## src/rpd_defines.vh

```
`ifndef RPD_DEFINES_VH
`define RPD_DEFINES_VH
// Register addresses
`define RPD_ADDR_RX_BG 8'h1A
`define RPD_ADDR_TUNE_CAP 8'h1B
`define RPD_ADDR_VAR_HI 8'h1C
`define RPD_ADDR_VAR_LO 8'h1D
`define RPD_ADDR_REF1_CTRL 8'h1E
`define RPD_ADDR_FRAC_HI 8'h1F
`define RPD_ADDR_FRAC_MID 8'h20
`define RPD_ADDR_FRAC_LO 8'h21
`define RPD_ADDR_INT 8'h22
`define RPD_ADDR_MOD_HI 8'h23
`define RPD_ADDR_MOD_MID 8'h24
`define RPD_ADDR_MOD_LO 8'h25
`define RPD_ADDR_REF2_CTRL 8'h26
// Writable bit masks of each register
`define RPD_MASK_RX_BG 8'hFF
`define RPD_MASK_TUNE_CAP 8'hFF
`define RPD_MASK_VAR_HI 8'hFF
`define RPD_MASK_VAR_LO 8'hFE
`define RPD_MASK_REF1_CTRL 8'hF7
`define RPD_MASK_FRAC_HI 8'hFF
`define RPD_MASK_FRAC_MID 8'hFF
`define RPD_MASK_FRAC_LO 8'hF0
`define RPD_MASK_INT 8'hFC
`define RPD_MASK_MOD_HI 8'hFF
`define RPD_MASK_MOD_MID 8'hFF
`define RPD_MASK_MOD_LO 8'hF0
`define RPD_MASK_REF2_CTRL 8'hF0
// Reset values
`define RPD_RST_RX_BG 8'h00
`define RPD_RST_TUNE_CAP 8'h80
`define RPD_RST_VAR_HI 8'h00
`define RPD_RST_VAR_LO 8'h00
`define RPD_RST_REF1_CTRL 8'h30
`define RPD_RST_FRAC_HI 8'h40
`define RPD_RST_FRAC_MID 8'h00
`define RPD_RST_FRAC_LO 8'h00
`define RPD_RST_INT 8'h40
`define RPD_RST_MOD_HI 8'h80
`define RPD_RST_MOD_MID 8'h00
`define RPD_RST_MOD_LO 8'h00
`define RPD_RST_REF2_CTRL 8'hB0
// Field positions
`define RPD_BIT_RX_RESET 7
`define RPD_BIT_PD_OPTION 1
`define RPD_BIT_BG_MANUAL 0
`define RPD_BIT_CAP_AUTO 7
`define RPD_BIT_VAR_MANUAL 6
`define RPD_BIT_DOUBLER 2
`define RPD_BIT_OSC_BYPASS 1
`define RPD_BIT_DIV_MANUAL 7
`define RPD_BIT_SDM_BYPASS 6
`define RPD_BIT_SDM_RUN 5
`define RPD_BIT_REF_ENABLE 4
`define RPD_BIT_DITHER_OFF 2
// Count of cycles the receiver reset pulse is held
`define RPD_RX_RESET_CYCLES 1
`endif

```

## src/rpd_regs.v

```verilog
// Functional notes
// - Receiver reset bit pulses, then self-clears.
// - Five-bit band gap trim, default zero.
// - Band gap auto unless manual bit set.
// - Power-down option gates receiver enable bits.
// - Second receiver off when bit clear, option set.
// - Tuning cap auto by default, else field.
// - Tuning cap code default zero, higher faster.
// - Varactor word drives varactor when manual set.
// - Thirteen-bit varactor word split, default zero.
// - Doubler bypassed when bit zero.
// - Oscillator bypassed when bit one.
// - Divider from pins or from registers.
// - Modulator bypass gives integer division only.
// - Modulator held reset while run bit clear.
// - Dither off for both modulators when set.
// - Low-rate divider 1,1,2,4 on all-ones pins.
// - Twenty-bit fraction, default 262144.
// - Six-bit integer divide, default 16.
// - Nineteen-bit modulus, default zero.
// - First receiver off when bit clear, option set.
`include "rpd_defines.vh"
`default_nettype none
module rpd_regs (
    input wire clk,
    input wire nrst,
    input wire clk_en,
    input wire wr_en,
    input wire rd_en,
    input wire [7:0] addr,
    input wire [7:0] wr_data,
    output reg [7:0] rd_data,
    input wire [3:0] first_ref_sel_pins,
    input wire [3:0] second_ref_sel_pins,
    output reg rx_reset,
    output reg bg_manual,
    output reg [4:0] bg_trim,
    output reg cap_manual,
    output reg [5:0] tune_cap,
    output reg var_manual,
    output reg [12:0] varactor_word,
    output reg doubler_en,
    output reg osc_bypass,
    output reg div_manual,
    output reg sdm_int_only,
    output reg sdm_reset,
    output reg dither_off,
    output reg first_rx_pd,
    output reg second_rx_pd,
    output reg [2:0] low_rate_div,
    output reg low_rate_active,
    output reg [19:0] first_ref_fraction,
    output reg [5:0] first_ref_integer_div,
    output reg [18:0] first_ref_modulus
);

//////////////////////////////////////////////////////////////////////////////
// Register index decode, shared by write and read paths
// Unmapped addresses decode to index F, which no byte uses.
function [3:0] rpd_index;
    input [7:0] a;
    begin
        case (a)
            `RPD_ADDR_RX_BG: rpd_index = 4'h0;
            `RPD_ADDR_TUNE_CAP: rpd_index = 4'h1;
            `RPD_ADDR_VAR_HI: rpd_index = 4'h2;
            `RPD_ADDR_VAR_LO: rpd_index = 4'h3;
            `RPD_ADDR_REF1_CTRL: rpd_index = 4'h4;
            `RPD_ADDR_FRAC_HI: rpd_index = 4'h5;
            `RPD_ADDR_FRAC_MID: rpd_index = 4'h6;
            `RPD_ADDR_FRAC_LO: rpd_index = 4'h7;
            `RPD_ADDR_INT: rpd_index = 4'h8;
            `RPD_ADDR_MOD_HI: rpd_index = 4'h9;
            `RPD_ADDR_MOD_MID: rpd_index = 4'hA;
            `RPD_ADDR_MOD_LO: rpd_index = 4'hB;
            `RPD_ADDR_REF2_CTRL: rpd_index = 4'hC;
            default: rpd_index = 4'hF;
        endcase
    end
endfunction

// Writable mask per index; cleared bits never store
function [7:0] rpd_mask;
    input [3:0] i;
    begin
        case (i)
            4'h0: rpd_mask = `RPD_MASK_RX_BG;
            4'h1: rpd_mask = `RPD_MASK_TUNE_CAP;
            4'h2: rpd_mask = `RPD_MASK_VAR_HI;
            4'h3: rpd_mask = `RPD_MASK_VAR_LO;
            4'h4: rpd_mask = `RPD_MASK_REF1_CTRL;
            4'h5: rpd_mask = `RPD_MASK_FRAC_HI;
            4'h6: rpd_mask = `RPD_MASK_FRAC_MID;
            4'h7: rpd_mask = `RPD_MASK_FRAC_LO;
            4'h8: rpd_mask = `RPD_MASK_INT;
            4'h9: rpd_mask = `RPD_MASK_MOD_HI;
            4'hA: rpd_mask = `RPD_MASK_MOD_MID;
            4'hB: rpd_mask = `RPD_MASK_MOD_LO;
            4'hC: rpd_mask = `RPD_MASK_REF2_CTRL;
            default: rpd_mask = 8'h00;
        endcase
    end
endfunction

// Reset value per index
function [7:0] rpd_reset;
    input [3:0] i;
    begin
        case (i)
            4'h0: rpd_reset = `RPD_RST_RX_BG;
            4'h1: rpd_reset = `RPD_RST_TUNE_CAP;
            4'h2: rpd_reset = `RPD_RST_VAR_HI;
            4'h3: rpd_reset = `RPD_RST_VAR_LO;
            4'h4: rpd_reset = `RPD_RST_REF1_CTRL;
            4'h5: rpd_reset = `RPD_RST_FRAC_HI;
            4'h6: rpd_reset = `RPD_RST_FRAC_MID;
            4'h7: rpd_reset = `RPD_RST_FRAC_LO;
            4'h8: rpd_reset = `RPD_RST_INT;
            4'h9: rpd_reset = `RPD_RST_MOD_HI;
            4'hA: rpd_reset = `RPD_RST_MOD_MID;
            4'hB: rpd_reset = `RPD_RST_MOD_LO;
            4'hC: rpd_reset = `RPD_RST_REF2_CTRL;
            default: rpd_reset = 8'h00;
        endcase
    end
endfunction

//////////////////////////////////////////////////////////////////////////////
// Register storage, one byte per index
// Thirteen bytes, indices 0 to C; the last byte keeps only its top nibble.
reg [7:0] regs_q [0:12];
wire [3:0] wr_idx;
wire [3:0] rd_idx;
assign wr_idx = rpd_index(addr);
assign rd_idx = rpd_index(addr);

// Each byte stores only its writable bits
// A write to the receiver byte in its clearing cycle wins, so a fresh
// reset request is never lost.
genvar gi;
generate
    for (gi = 0; gi < 13; gi = gi + 1) begin : g_reg
        always @(posedge clk or negedge nrst) begin
            if (!nrst) begin
                regs_q[gi] <= rpd_reset(gi[3:0]);
            end else if (clk_en) begin
                if (wr_en && wr_idx == gi[3:0]) begin
                    regs_q[gi] <= wr_data & rpd_mask(gi[3:0]);
                end else if (gi == 0) begin
                    // Reset request bit lasts one enabled cycle only
                    regs_q[gi] <= regs_q[gi] & 8'h7F;
                end
            end
        end
    end
endgenerate

//////////////////////////////////////////////////////////////////////////////
// Selection pins come from outside: three flops, accept when last two agree
// The agreeing stage rejects a one-cycle glitch on a pin; the cost is
// a few cycles of delay before low_rate_active follows the pins.
reg [3:0] a_s1_q, a_s2_q, a_s3_q, a_pins_q;
reg [3:0] b_s1_q, b_s2_q, b_s3_q, b_pins_q;
always @(posedge clk or negedge nrst) begin
    if (!nrst) begin
        a_s1_q <= 4'h0;
        a_s2_q <= 4'h0;
        a_s3_q <= 4'h0;
        a_pins_q <= 4'h0;
        b_s1_q <= 4'h0;
        b_s2_q <= 4'h0;
        b_s3_q <= 4'h0;
        b_pins_q <= 4'h0;
    end else if (clk_en) begin
        a_s1_q <= first_ref_sel_pins;
        a_s2_q <= a_s1_q;
        a_s3_q <= a_s2_q;
        b_s1_q <= second_ref_sel_pins;
        b_s2_q <= b_s1_q;
        b_s3_q <= b_s2_q;
        if (a_s2_q == a_s3_q) begin
            a_pins_q <= a_s3_q;
        end
        if (b_s2_q == b_s3_q) begin
            b_pins_q <= b_s3_q;
        end
    end
end

//////////////////////////////////////////////////////////////////////////////
// Read mux; unmapped addresses read zero, no side effects on read
// Read data holds between reads so a slow host may sample it late.
always @(posedge clk or negedge nrst) begin
    if (!nrst) begin
        rd_data <= 8'h00;
    end else if (clk_en && rd_en) begin
        if (rd_idx == 4'hF) begin
            rd_data <= 8'h00;
        end else begin
            rd_data <= regs_q[rd_idx];
        end
    end
end

//////////////////////////////////////////////////////////////////////////////
// Decoded controls, all registered so outputs come from flops.
// One cycle of latency behind the bytes keeps the paths short.
// Byte positions in the storage array
localparam [3:0] IDX_RX_BG = 4'h0;
localparam [3:0] IDX_TUNE_CAP = 4'h1;
localparam [3:0] IDX_VAR_HI = 4'h2;
localparam [3:0] IDX_VAR_LO = 4'h3;
localparam [3:0] IDX_REF1_CTRL = 4'h4;
localparam [3:0] IDX_FRAC_HI = 4'h5;
localparam [3:0] IDX_FRAC_MID = 4'h6;
localparam [3:0] IDX_FRAC_LO = 4'h7;
localparam [3:0] IDX_INT = 4'h8;
localparam [3:0] IDX_MOD_HI = 4'h9;
localparam [3:0] IDX_MOD_MID = 4'hA;
localparam [3:0] IDX_MOD_LO = 4'hB;
localparam [3:0] IDX_REF2_CTRL = 4'hC;

wire pd_opt;
assign pd_opt = regs_q[IDX_RX_BG][`RPD_BIT_PD_OPTION];

// Next values of the derived words
wire second_rx_pd_d;
wire first_rx_pd_d;
wire [19:0] first_ref_fraction_d;
wire [18:0] first_ref_modulus_d;
reg [2:0] low_rate_div_d;
// Power-down only honoured while the option bit is set
assign second_rx_pd_d = pd_opt & ~regs_q[IDX_REF1_CTRL][`RPD_BIT_REF_ENABLE];
assign first_rx_pd_d = pd_opt & ~regs_q[IDX_REF2_CTRL][`RPD_BIT_REF_ENABLE];
// Multi-byte words assemble live; software writes all bytes before use
assign first_ref_fraction_d = {regs_q[IDX_FRAC_HI], regs_q[IDX_FRAC_MID],
    regs_q[IDX_FRAC_LO][7:4]};
// Top bit of the modulus high byte is excluded; software zeroes it
assign first_ref_modulus_d = {regs_q[IDX_MOD_HI][6:0], regs_q[IDX_MOD_MID],
    regs_q[IDX_MOD_LO][7:4]};

// Low-rate divider code to divide value; codes 00 and 01 both divide by one
always @* begin
    case (regs_q[IDX_REF1_CTRL][1:0])
        2'b10: low_rate_div_d = 3'h2;
        2'b11: low_rate_div_d = 3'h4;
        default: low_rate_div_d = 3'h1;
    endcase
end

// Receiver reset pulse and band gap control
always @(posedge clk or negedge nrst) begin
    if (!nrst) begin
        rx_reset <= 1'b0;
        bg_manual <= 1'b0;
        bg_trim <= 5'h00;
    end else if (clk_en) begin
        rx_reset <= regs_q[IDX_RX_BG][`RPD_BIT_RX_RESET];
        bg_manual <= regs_q[IDX_RX_BG][`RPD_BIT_BG_MANUAL];
        bg_trim <= regs_q[IDX_RX_BG][6:2];
    end
end

// Oscillator tuning; the auto bit is inverted so manual is active high
always @(posedge clk or negedge nrst) begin
    if (!nrst) begin
        cap_manual <= 1'b0;
        tune_cap <= 6'h00;
        var_manual <= 1'b0;
        varactor_word <= 13'h0000;
        doubler_en <= 1'b0;
        osc_bypass <= 1'b0;
    end else if (clk_en) begin
        cap_manual <= ~regs_q[IDX_TUNE_CAP][`RPD_BIT_CAP_AUTO];
        tune_cap <= regs_q[IDX_TUNE_CAP][5:0];
        var_manual <= regs_q[IDX_TUNE_CAP][`RPD_BIT_VAR_MANUAL];
        varactor_word <= {regs_q[IDX_VAR_HI], regs_q[IDX_VAR_LO][7:3]};
        // Doubler and bypass are independent; both set sends the pin clock doubled
        doubler_en <= regs_q[IDX_VAR_LO][`RPD_BIT_DOUBLER];
        osc_bypass <= regs_q[IDX_VAR_LO][`RPD_BIT_OSC_BYPASS];
    end
end

// First reference modulator control; the dither bit serves both references
always @(posedge clk or negedge nrst) begin
    if (!nrst) begin
        div_manual <= 1'b0;
        sdm_int_only <= 1'b0;
        sdm_reset <= 1'b0;
        dither_off <= 1'b0;
    end else if (clk_en) begin
        div_manual <= regs_q[IDX_REF1_CTRL][`RPD_BIT_DIV_MANUAL];
        sdm_int_only <= regs_q[IDX_REF1_CTRL][`RPD_BIT_SDM_BYPASS];
        sdm_reset <= ~regs_q[IDX_REF1_CTRL][`RPD_BIT_SDM_RUN];
        dither_off <= regs_q[IDX_REF1_CTRL][`RPD_BIT_DITHER_OFF];
    end
end

// Receiver power-down
always @(posedge clk or negedge nrst) begin
    if (!nrst) begin
        first_rx_pd <= 1'b0;
        second_rx_pd <= 1'b0;
    end else if (clk_en) begin
        // Clearing the option bit wakes both receivers at once
        first_rx_pd <= first_rx_pd_d;
        second_rx_pd <= second_rx_pd_d;
    end
end

// Low-rate mode: divider value, and whether the pins put it in effect
always @(posedge clk or negedge nrst) begin
    if (!nrst) begin
        low_rate_div <= 3'h1;
        low_rate_active <= 1'b0;
    end else if (clk_en) begin
        low_rate_div <= low_rate_div_d;
        low_rate_active <= (a_pins_q == 4'hF) | (b_pins_q == 4'hF);
    end
end

// Divider ratio words; they change byte by byte, with no shadow copy
always @(posedge clk or negedge nrst) begin
    if (!nrst) begin
        first_ref_fraction <= 20'h40000;
        first_ref_integer_div <= 6'h10;
        first_ref_modulus <= 19'h00000;
    end else if (clk_en) begin
        first_ref_fraction <= first_ref_fraction_d;
        first_ref_integer_div <= regs_q[IDX_INT][7:2];
        first_ref_modulus <= first_ref_modulus_d;
    end
end

endmodule // rpd_regs
`default_nettype wire

```

## config.mk

```make
export PLATFORM = sky130hd
export DESIGN_NAME = rpd_regs
export DESIGN_NICKNAME = d
export VERILOG_FILES = /design/src/rpd_regs.v
export VERILOG_INCLUDE_DIRS = /design/src
export SDC_FILE = /design/constraint.sdc
export NUM_CORES = 1
export LEC_CHECK = 0
export BUFFER_PORTS_ARGS = -buffer_cell sky130_fd_sc_hd__buf_2
export CAP_MARGIN = 5
export CELL_PAD_IN_SITES_DETAIL_PLACEMENT = 1
export CELL_PAD_IN_SITES_GLOBAL_PLACEMENT = 2
export CORE_UTILIZATION = 31
export DETAILED_ROUTE_END_ITERATION = 7
export PLACE_DENSITY = 0.72
export SYNTH_ARGS = -nofsm -noshare
export SYNTH_HDL_FRONTEND = slang
export SYNTH_SLANG_ARGS = --single-unit
```

## constraint.sdc

```tcl
create_clock -name clk -period 1.49 [get_ports clk]
set_input_delay 0.0745 -clock clk [delete_from_list [all_inputs] [get_ports clk]]
set_output_delay 0.0745 -clock clk [all_outputs]
set_load 0.03 [all_outputs]
```

Word-level counts from Yosys, hierarchy flattened
Memories as Yosys holds them, arrays and structs flattened.
Index checks and enable logic that the tools add are counted.
W data, S select, Z words.
{"block": "classes", "eq_ne": 19, "bitwise": 8, "muxes": 8, "shift": 0, "n_addsub": 0, "n_lt_le_gt_ge": 1, "div_mod_pow": 0, "n_mul": 0, "n_reduce_logical": 31}
{"op": "$bmux W8 S4", "n": 1}
{"op": "$eq A4 B4 Y1 const B", "n": 8}
{"op": "$mux W8", "n": 4}
{"op": "$reduce_and A2 Y1", "n": 15}
{"op": "$eq A4 B3 Y1 const B", "n": 4}
{"op": "$logic_and A1 B1 Y1", "n": 14}
{"op": "$eq A4 B2 Y1 const B", "n": 2}
{"op": "$eq A4 B4 Y1", "n": 2}
{"op": "$mux W4", "n": 2}
{"op": "$pmux W3 S2", "n": 1}
{"op": "$ge A5 B5 Y1 const B", "n": 1}
{"op": "$not A4 Y5", "n": 1}
{"op": "$eq A2 B2 Y1 const B", "n": 2}
{"op": "$eq A4 B1 Y1 const B", "n": 1}
{"op": "$logic_not A4 Y1", "n": 1}
{"op": "$not A1 Y1", "n": 4}
{"op": "$and A1 B1 Y1", "n": 2}
{"op": "$logic_not A2 Y1", "n": 1}
{"op": "$or A1 B1 Y1", "n": 1}
{"block": "totals", "output_inout_bits": 93, "inputBits": 29, "latchBits": 0, "ramBits": 0, "ff_bits": 213, "memories": 2, "romBits": 512}
{"name": "(no name shown)", "depth": 64, "word_bits": 4, "read_ports": 1, "rd_ports_with_merged_regs": 0, "write_ports": 0, "line_no": "rpd_regs.v:63", "text": "case (a)"}
{"name": "(no name shown)", "depth": 64, "word_bits": 4, "read_ports": 1, "rd_ports_with_merged_regs": 0, "write_ports": 0, "line_no": "rpd_regs.v:63"}

Logic depth before layout (Yosys ltp)
Gate-level depths: netlist (run 1).
{"block": "logic_depth", "word_depth": 7, "ltp_mapped": 10}

Least setup slack after synthesis (run 1)
No wires, ideal clock.
{"block": "synth_path", "path_type": "input to register", "start": "input addr[1]", "end": "register regs_q, in the netlist first_ref_fraction_d[10]", "setup_slack_ns": -0.747, "stages": 10, "setup_time_ns": 0.125, "arrival_ns": 2.112, "n_path_buf": 3, "cell_sequence": "clkbuf_1 -> inv_1 -> ha_1 -> clkbuf_1 -> inv_1 -> nand3_4 -> or2_2 -> buf_6 -> nor2_8 -> mux2_2"}
{"block": "synth_via", "elab_chain_cells": 5}
{"item": "start, declared", "line_no": "rpd_regs.v:30", "text": "input wire [7:0] addr,"}
{"item": "$mem_v2 Z64 W4"}
{"item": "$mux W4", "line_no": "rpd_regs.v:63"}
{"item": "$eq A4 B3 Y1", "line_no": "rpd_regs.v:147", "text": "if (wr_en && wr_idx == gi[3:0]) begin"}
{"item": "$logic_and A1 B1 Y1", "line_no": "rpd_regs.v:147"}
{"item": "$reduce_and A2 Y1 (no line)"}
{"item": "end signal, assigned by index", "line_no": "rpd_regs.v:145", "text": "regs_q[gi] <= rpd_reset(gi[3:0]);"}
{"item": "end signal, assigned by index", "line_no": "rpd_regs.v:148", "text": "regs_q[gi] <= wr_data & rpd_mask(gi[3:0]);"}
{"item": "end signal, assigned by index", "line_no": "rpd_regs.v:151", "text": "regs_q[gi] <= regs_q[gi] & 8'h7F;"}
{"item": "end, declared", "line_no": "rpd_regs.v:131", "text": "reg [7:0] regs_q [0:12];"}
Every way passes these cells.
A chain may end at the register's enable or synchronous reset.

Worst setup path in the final report (run 1)
{"block": "layout_path", "start": "input addr[4]", "end": "register regs_q, in the netlist first_ref_fraction_d[6]"}
The elaborated chain is that of the path after synthesis.

==> results of run 1 <==
==> power by group <==
part	total [uW]	leakage (uW)	internal, uW	switching, uW
Combinational	1400	0.00293	684	714
Clock	6060	0.000404	3650	2410
Sequential	6310	0.00285	6090	214
==> cells by family after synthesis <==
| kind of cell | Yosys count |
|---|---|
| AO/OA/AOI/OAI | 98 |
| multiplexers | 199 |
| XOR/XNOR | 8 |
| adder cells (fa/ha/maj) | 2 |
| flip-flops | 213 |
| AND/OR/NAND/NOR | 94 |
| buffers and inverters | 38 |
==> through the flow <==
stage / setup WS, ps / utilization
2_1_floorplan: -361 / -
3_3_place_gp: -657 / 0.392
3_5_place_dp: -629 / 0.392
4_1_cts: 0.160 / 0.426
5_1_grt: -47.3 / 0.430
6_report: -0.179 / 0.430
==> sequential cells by signal, indices dropped and copies added (netlist names), 3 cells and up <==
name and flops:
a_pins_q 4, a_s1_q 4, a_s2_q 4, a_s3_q 4
b_pins_q 4, b_s1_q 4, b_s2_q 4, b_s3_q 4
bg_trim 5, first_ref_fraction 20, first_ref_fraction_d 20, first_ref_integer_div 6
first_ref_modulus 19, first_ref_modulus_d 19, low_rate_div 3, rd_data 8
regs_q 48, tune_cap 6, varactor_word 13
==> synthesized netlist by cell type (all sizes together) (3+ instances only) <==
| cell type | n | share of area |
|---|---|---|
| a22oi | 3 | 0.0025 |
| o21ai | 17 | 0.0093 |
| xnor2 | 6 | 0.0057 |
| dfstp | 12 | 0.034 |
| a211oi | 3 | 0.0025 |
| buf | 7 | 0.0049 |
| a222oi | 3 | 0.0033 |
| nor3 | 14 | 0.0077 |
| or3 | 3 | 0.0020 |
| dfrtp | 201 | 0.55 |
| a21o | 3 | 0.0025 |
| o32ai | 7 | 0.0067 |
| clkbuf | 23 | 0.0094 |
| o21bai | 3 | 0.0025 |
| or2 | 3 | 0.0020 |
| nand3b | 4 | 0.0037 |
| nand3 | 7 | 0.0052 |
| nand2 | 24 | 0.0098 |
| nor2b | 3 | 0.0020 |
| a21oi | 17 | 0.011 |
| o22a | 7 | 0.0067 |
| o22ai | 11 | 0.0075 |
| inv | 8 | 0.0033 |
| mux2 | 198 | 0.25 |
| nand4 | 3 | 0.0020 |
| nor2 | 22 | 0.017 |
==> repair_timing <==
item	4_1_cts	5_1_grt
buffers inserted	0	2
endpoints found under the hold margin	216	0
hold buffers	10	0
resized for setup	18	23
setup endpoints to repair	58	83
pin swaps	8	10
==> per-layer routing <==
layer  global-route usage  wire (um)  up-vias
li1                     -          -     2891
met1                0.258      12600     3276
met2                0.302      12900      133
met3               0.0261       1210       40
met4               0.0406        537        0
met5                    0          0        -
==> final cells by class <==
cell class              count  area [um^2]
flip-flops and latches    213         5350
clock buffers              33          706
diodes                      1         2.50
inverters                   8         35.0
clock inverters             9          106
repair buffers            239         1710
well taps                 384          480
multi-input cells         401         4040
fillers                  3049        16400
==> how the worst max path moves through the flow <==
stage,slack [ps],start,endpoint
CTS,0.2,first_ref_fraction_d[8]$_DFFE_PN0P_,rd_data[4]$_DFFE_PN0P_
floorplan,-360,addr[3],regs_q[73]$_DFFE_PN0P_
global placement,-660,addr[4],rd_data[3]$_DFFE_PN0P_
detailed placement,-630,addr[4],first_ref_fraction_d[6]$_DFFE_PN0P_
finish,-0.2,addr[4],first_ref_fraction_d[6]$_DFFE_PN0P_
global route,-50,first_ref_fraction_d[11]$_DFFE_PN0P_,rd_data[7]$_DFFE_PN0P_
==> results.cfg, run 1 <==
[run_status]
status = finished, violations left
violations = setup timing

[synth]
synth_xor_area_frac = 0.00765
synthMuxAreaShare = 0.247
netlist_area_um2 = 9160
synth_compound_area_frac = 0.0782
synth_cell_types = 70
netlist_instances = 652
async_reset_ff_frac = 1.00
synth.avg_cell_area_um2 = 14.0
synth_seq_cells = 213
synth_fa_ha_area_frac = 0.00273
synth_edf_count = 0
synth_top_family_by_area = multiplexers
ys_warn_count = 0
yosys.area_share.simple = 0.0626
yosys_most_used_dff = dfrtp_1
synth.yosys.seq_area_share = 0.584
synth_nets = 683

[power]
p_leak_uw = 0.00618
power_uw = 13800
vdd_drop_max_v = 0.000715
cellPowerDensity_nw_per_um2 = 1110

[cells_and_area]
fin_cells = 1288
layout-drive-gt1-share = 0.586
layout_commonest_cell = dfrtp_1
final_nets = 918
area_growth_pct = 35.7
final_area_um2 = 12400
mostFrequentLayoutCells = dfrtp_1, mux2_2, buf_2

[worst_setup_path]
max_stage_delay_ps = 330
cp_slowest_cell = or2_4
worst-path-stages = 9
cp-start-kind = primary input
cp_num_buf_inv = 3
end_kind = flip-flop
r2r_cells = 4
cp.arrival_ps = 1880
worst-path-max-fanout = 8
r2r_start = first_ref_fraction_d[11]$_DFFE_PN0P_
path_cells = buf_8 -> buf_12 -> nor3b_4 -> buf_4 -> o2bb2ai_4 -> nand3_4 -> or2_4 -> nor2_8 -> mux2_4
cpLargestDelayFamily = simple AND/OR/NAND/NOR gates
cp_data_required_time_ps = 1880
ff2ff_setup_slack_ps = 20
critical_path_class = in -> reg
r2r_end = rd_data[7]$_DFFE_PN0P_

[drt]
drtPass1Iterations = 5
routed_wl_um = 27300
vias = 6340
drc = 0
drt_iter0_markers = 329
drtAntennaViolNets = 0
wire_per_inst_um = 21.2
via_per_inst = 4.92

[floorplanning]
rows = 62
initial_core_util = 0.317
die_width_um = 174
fp.dieH_um = 174
ios = 122
dieArea_um2 = 30200
core_area_um2 = 28900

[clocking]
cts_buffers = 24
clockBufferDepth = 3
clk_latency_ps = 520
clockRootBuffer = clkbuf_16
cts.sinks = 213
cts_tree = yes
clkTransAtPathRegs_ps = 60
htreeDepth = 1

[place]
placed_area_um2 = 11300
placed_cells = 1233
place_congestion = 0.869
dp_hpwl_um = 19700
port_buffers = 121

[timing]
rsz0062_at_grt = yes
setup_viol = 1
min_period_ps = 1490
fin_crit_sh = 1.00
setup_tns_ps = -0.179
layout_setup_ws_ps = -0.179
clock.fmax_ghz = 0.671
slew_headroom = 0.638
hold_slack_ps = 65.9
finClkSkew_ps = 11.6
tightest_slew_ps = 541
hold_viol = 0
drv_slew = 0

[min_path]
holdPathEnd = regs_q[99]$_DFFE_PN0P_
worstHoldPathType = in -> reg
holdCritStartpoint = wr_data[3]
whs_path_depth = 2

[global_routing]
grt_max_degree = 81
grt_antenna_before_repair = 0
grt_pass1_wl_um = 42800
overflow = 0
grt_pass1_vias = 6929
grt_usage = 0.184

[run]
drv_cap = 0
No activity file was read; power rests on OpenSTA's default activity.
==> inputs of run 2 (changes only) <==
--- a/config.mk
+++ b/config.mk
@@ -12,7 +12,7 @@
 export CELL_PAD_IN_SITES_GLOBAL_PLACEMENT = 2
 export CORE_UTILIZATION = 31
 export DETAILED_ROUTE_END_ITERATION = 7
-export PLACE_DENSITY = 0.72
+export PLACE_DENSITY = 0.7
 export SYNTH_ARGS = -nofsm -noshare
 export SYNTH_HDL_FRONTEND = slang
 export SYNTH_SLANG_ARGS = --single-unit
==> constraint.sdc (replaced) <==
create_clock -name clk -period 1.9 [get_ports clk]
set_input_delay 0.095 -clock clk [delete_from_list [all_inputs] [get_ports clk]]
set_output_delay 0.095 -clock clk [all_outputs]
set_load 0.03 [all_outputs]
==> run 2 against run 1 <==
Sequential power is 22% lower. The run now ends clean. Non-clock buffer count shrank 47. Clock skew rose by 10 ps. Largest cell class unchanged. Critical endpoint is now regs_q[100]$_DFFE_PN0P_.
==> results.cfg, run 2 (synthesis gave the netlist of run 1 again) <==
[run_status]
status = finished clean

[floorplanning]
core_area_um2 = 28900
ios = 122
initial_core_util = 0.317
dieArea_um2 = 30200
fp.dieH_um = 174
die_width_um = 174
rows = 62

[clocking]
clk_latency_ps = 520
clockRootBuffer = clkbuf_16
cts_buffers = 24
cts.sinks = 213
htreeDepth = 1
clkTransAtPathRegs_ps = 60
cts_tree = yes
clockBufferDepth = 3

[cells_and_area]
final_nets = 871
n_fill_cell = 3088
area_growth_pct = 26.6
layout-drive-gt1-share = 0.529
n_antenna_cell = 0
final_area_um2 = 11600
mostFrequentLayoutCells = dfrtp_1, mux2_2, buf_2
postLayoutCoreUtil = 0.402
top_register = regs_q
layout_commonest_cell = dfrtp_1
largest_register_ffs = 48

[timing]
drv_slew = 0
min_period_ps = 1760
slew_headroom = 0.462
fin_crit_sh = 0.929
hold_slack_ps = 23.7
hold_viol = 0
setup_viol = 0
clock.fmax_ghz = 0.567
finClkSkew_ps = 22.0
tightest_slew_ps = 808
rsz0062_at_grt = no

[place]
placed_area_um2 = 10700
dp_hpwl_um = 18900
port_buffers = 121
place_congestion = 0.875

[global_routing]
grt_max_degree = 62
grt_pass1_vias = 6668
overflow = 0
grt_usage = 0.174
grt_pass1_wl_um = 40800
grt_antenna_before_repair = 0

[worst_setup_path]
critical_path_class = in -> reg
max_stage_delay_ps = 480
r2r_cells = 5
cp.arrival_ps = 2150
cp-start-kind = primary input
cp_slowest_cell = or3_1
path_cells = buf_2 -> inv_1 -> ha_4 -> a2bb2oi_1 -> buf_4 -> or3_1 -> nor2_2 -> mux2_2
end_kind = flip-flop
cp_data_required_time_ps = 2280
worst-path-max-fanout = 8

[min_path]
whs_path_depth = 2
worstHoldPathType = in -> reg

[drt]
drc = 0
drtAntennaViolNets = 0
drt_iter0_markers = 354
routed_wl_um = 25900
via_per_inst = 5.01
vias = 6217
wire_per_inst_um = 20.9
drtPass1Iterations = 4

[power]
intPower_uw = 7950
power_uw = 10500
p_leak_uw = 0.00578
pwr-share-comb = 0.090
cellPowerDensity_nw_per_um2 = 902
clockPowerShare = 0.438
switchingPower_uw = 2500
vdd_drop_max_v = 0.000460
sw_frac_of_total = 0.239
pwr-share-seq = 0.472

[run]
drv_cap = 0
[run 2: cell types whose count changed in the layout (fill, tap and decap cells not counted), sizes merged]
cell / change
dlygate4sd3: -1
bufinv: -1
clkinvlp: +2
diode: -1
clkbuf: +2
buf: -45
clkinv: -2
[run 2: layer usage]
metal  global-route usage  routed length [um]
met1                0.248               12000
met5                    0                   0
met3               0.0224                1240
met2                0.280               12200
met4               0.0435                 494
[run 2: power groups by stage]
| stage | clock (uW) | combinational (uW) | sequential (uW) |
|---|---|---|---|
| floorplan | 0 | 479 | 5050 |
| CTS | 4740 | 957 | 4940 |
| finish | 4580 | 938 | 4930 |
| global placement | 0 | 918 | 5010 |
| detailed placement | 0 | 938 | 5020 |
| global route | 4900 | 1030 | 4970 |
[run 2: per-stage QoR]
stage | std cells | setup TNS (ps) | setup slack [ps]
final | 1242 | 0 | 135
after global routing | 1242 | 0 | 48.6
after CTS | 1242 | 0 | 43.8
after detailed placement | 1189 | -21120 | -386
after global placement | 1189 | -18220 | -397
after floorplan | 652 | 0 | 8.30
[run 2: worst max-delay path, delay by kind of cell]
kind,cells,cell delay [ps]
compound gates,1,140
fa+ha+maj,1,200
buf+inv,3,420
mux,1,390
simple gates,2,900
[run 2: final cells by class]
class	count	area [um^2]	area share
clock inverter	8	81.3	0.00702
inverter	8	30.0	0.00259
clock buffer	36	717	0.0618
tap	384	480	0.0414
timing repair buffer	192	1250	0.108
sequential	213	5350	0.461
multi-input combinational	401	3690	0.318
[run 2: path summary, 6_finish.rpt]
kind                                                 startpoint                                    to  slack [ps]
min                                                  wr_data[3]                regs_q[83]$_DFFE_PN0P_          20
min reg2reg                         low_rate_div[0]$_DFFE_PN1P_           low_rate_div[0]$_DFFE_PN1P_         490
max                                                     addr[2]               regs_q[100]$_DFFE_PN0P_         140
max reg2reg                first_ref_fraction_d[11]$_DFFE_PN0P_                rd_data[7]$_DFFE_PN0P_         200
min in group asynchronous                                  nrst  first_ref_integer_div[2]$_DFFE_PN0P_         100
max in group asynchronous                                  nrst                regs_q[69]$_DFFE_PN1P_        1070
[run 2: timing repair]
action | in CTS | in global routing
buffers inserted | 0 | 0
endpoints found under the hold margin | 212 | 0
gates resized for setup | 0 | 1
hold buffers | 9 | 0
setup endpoints to repair | 0 | 1
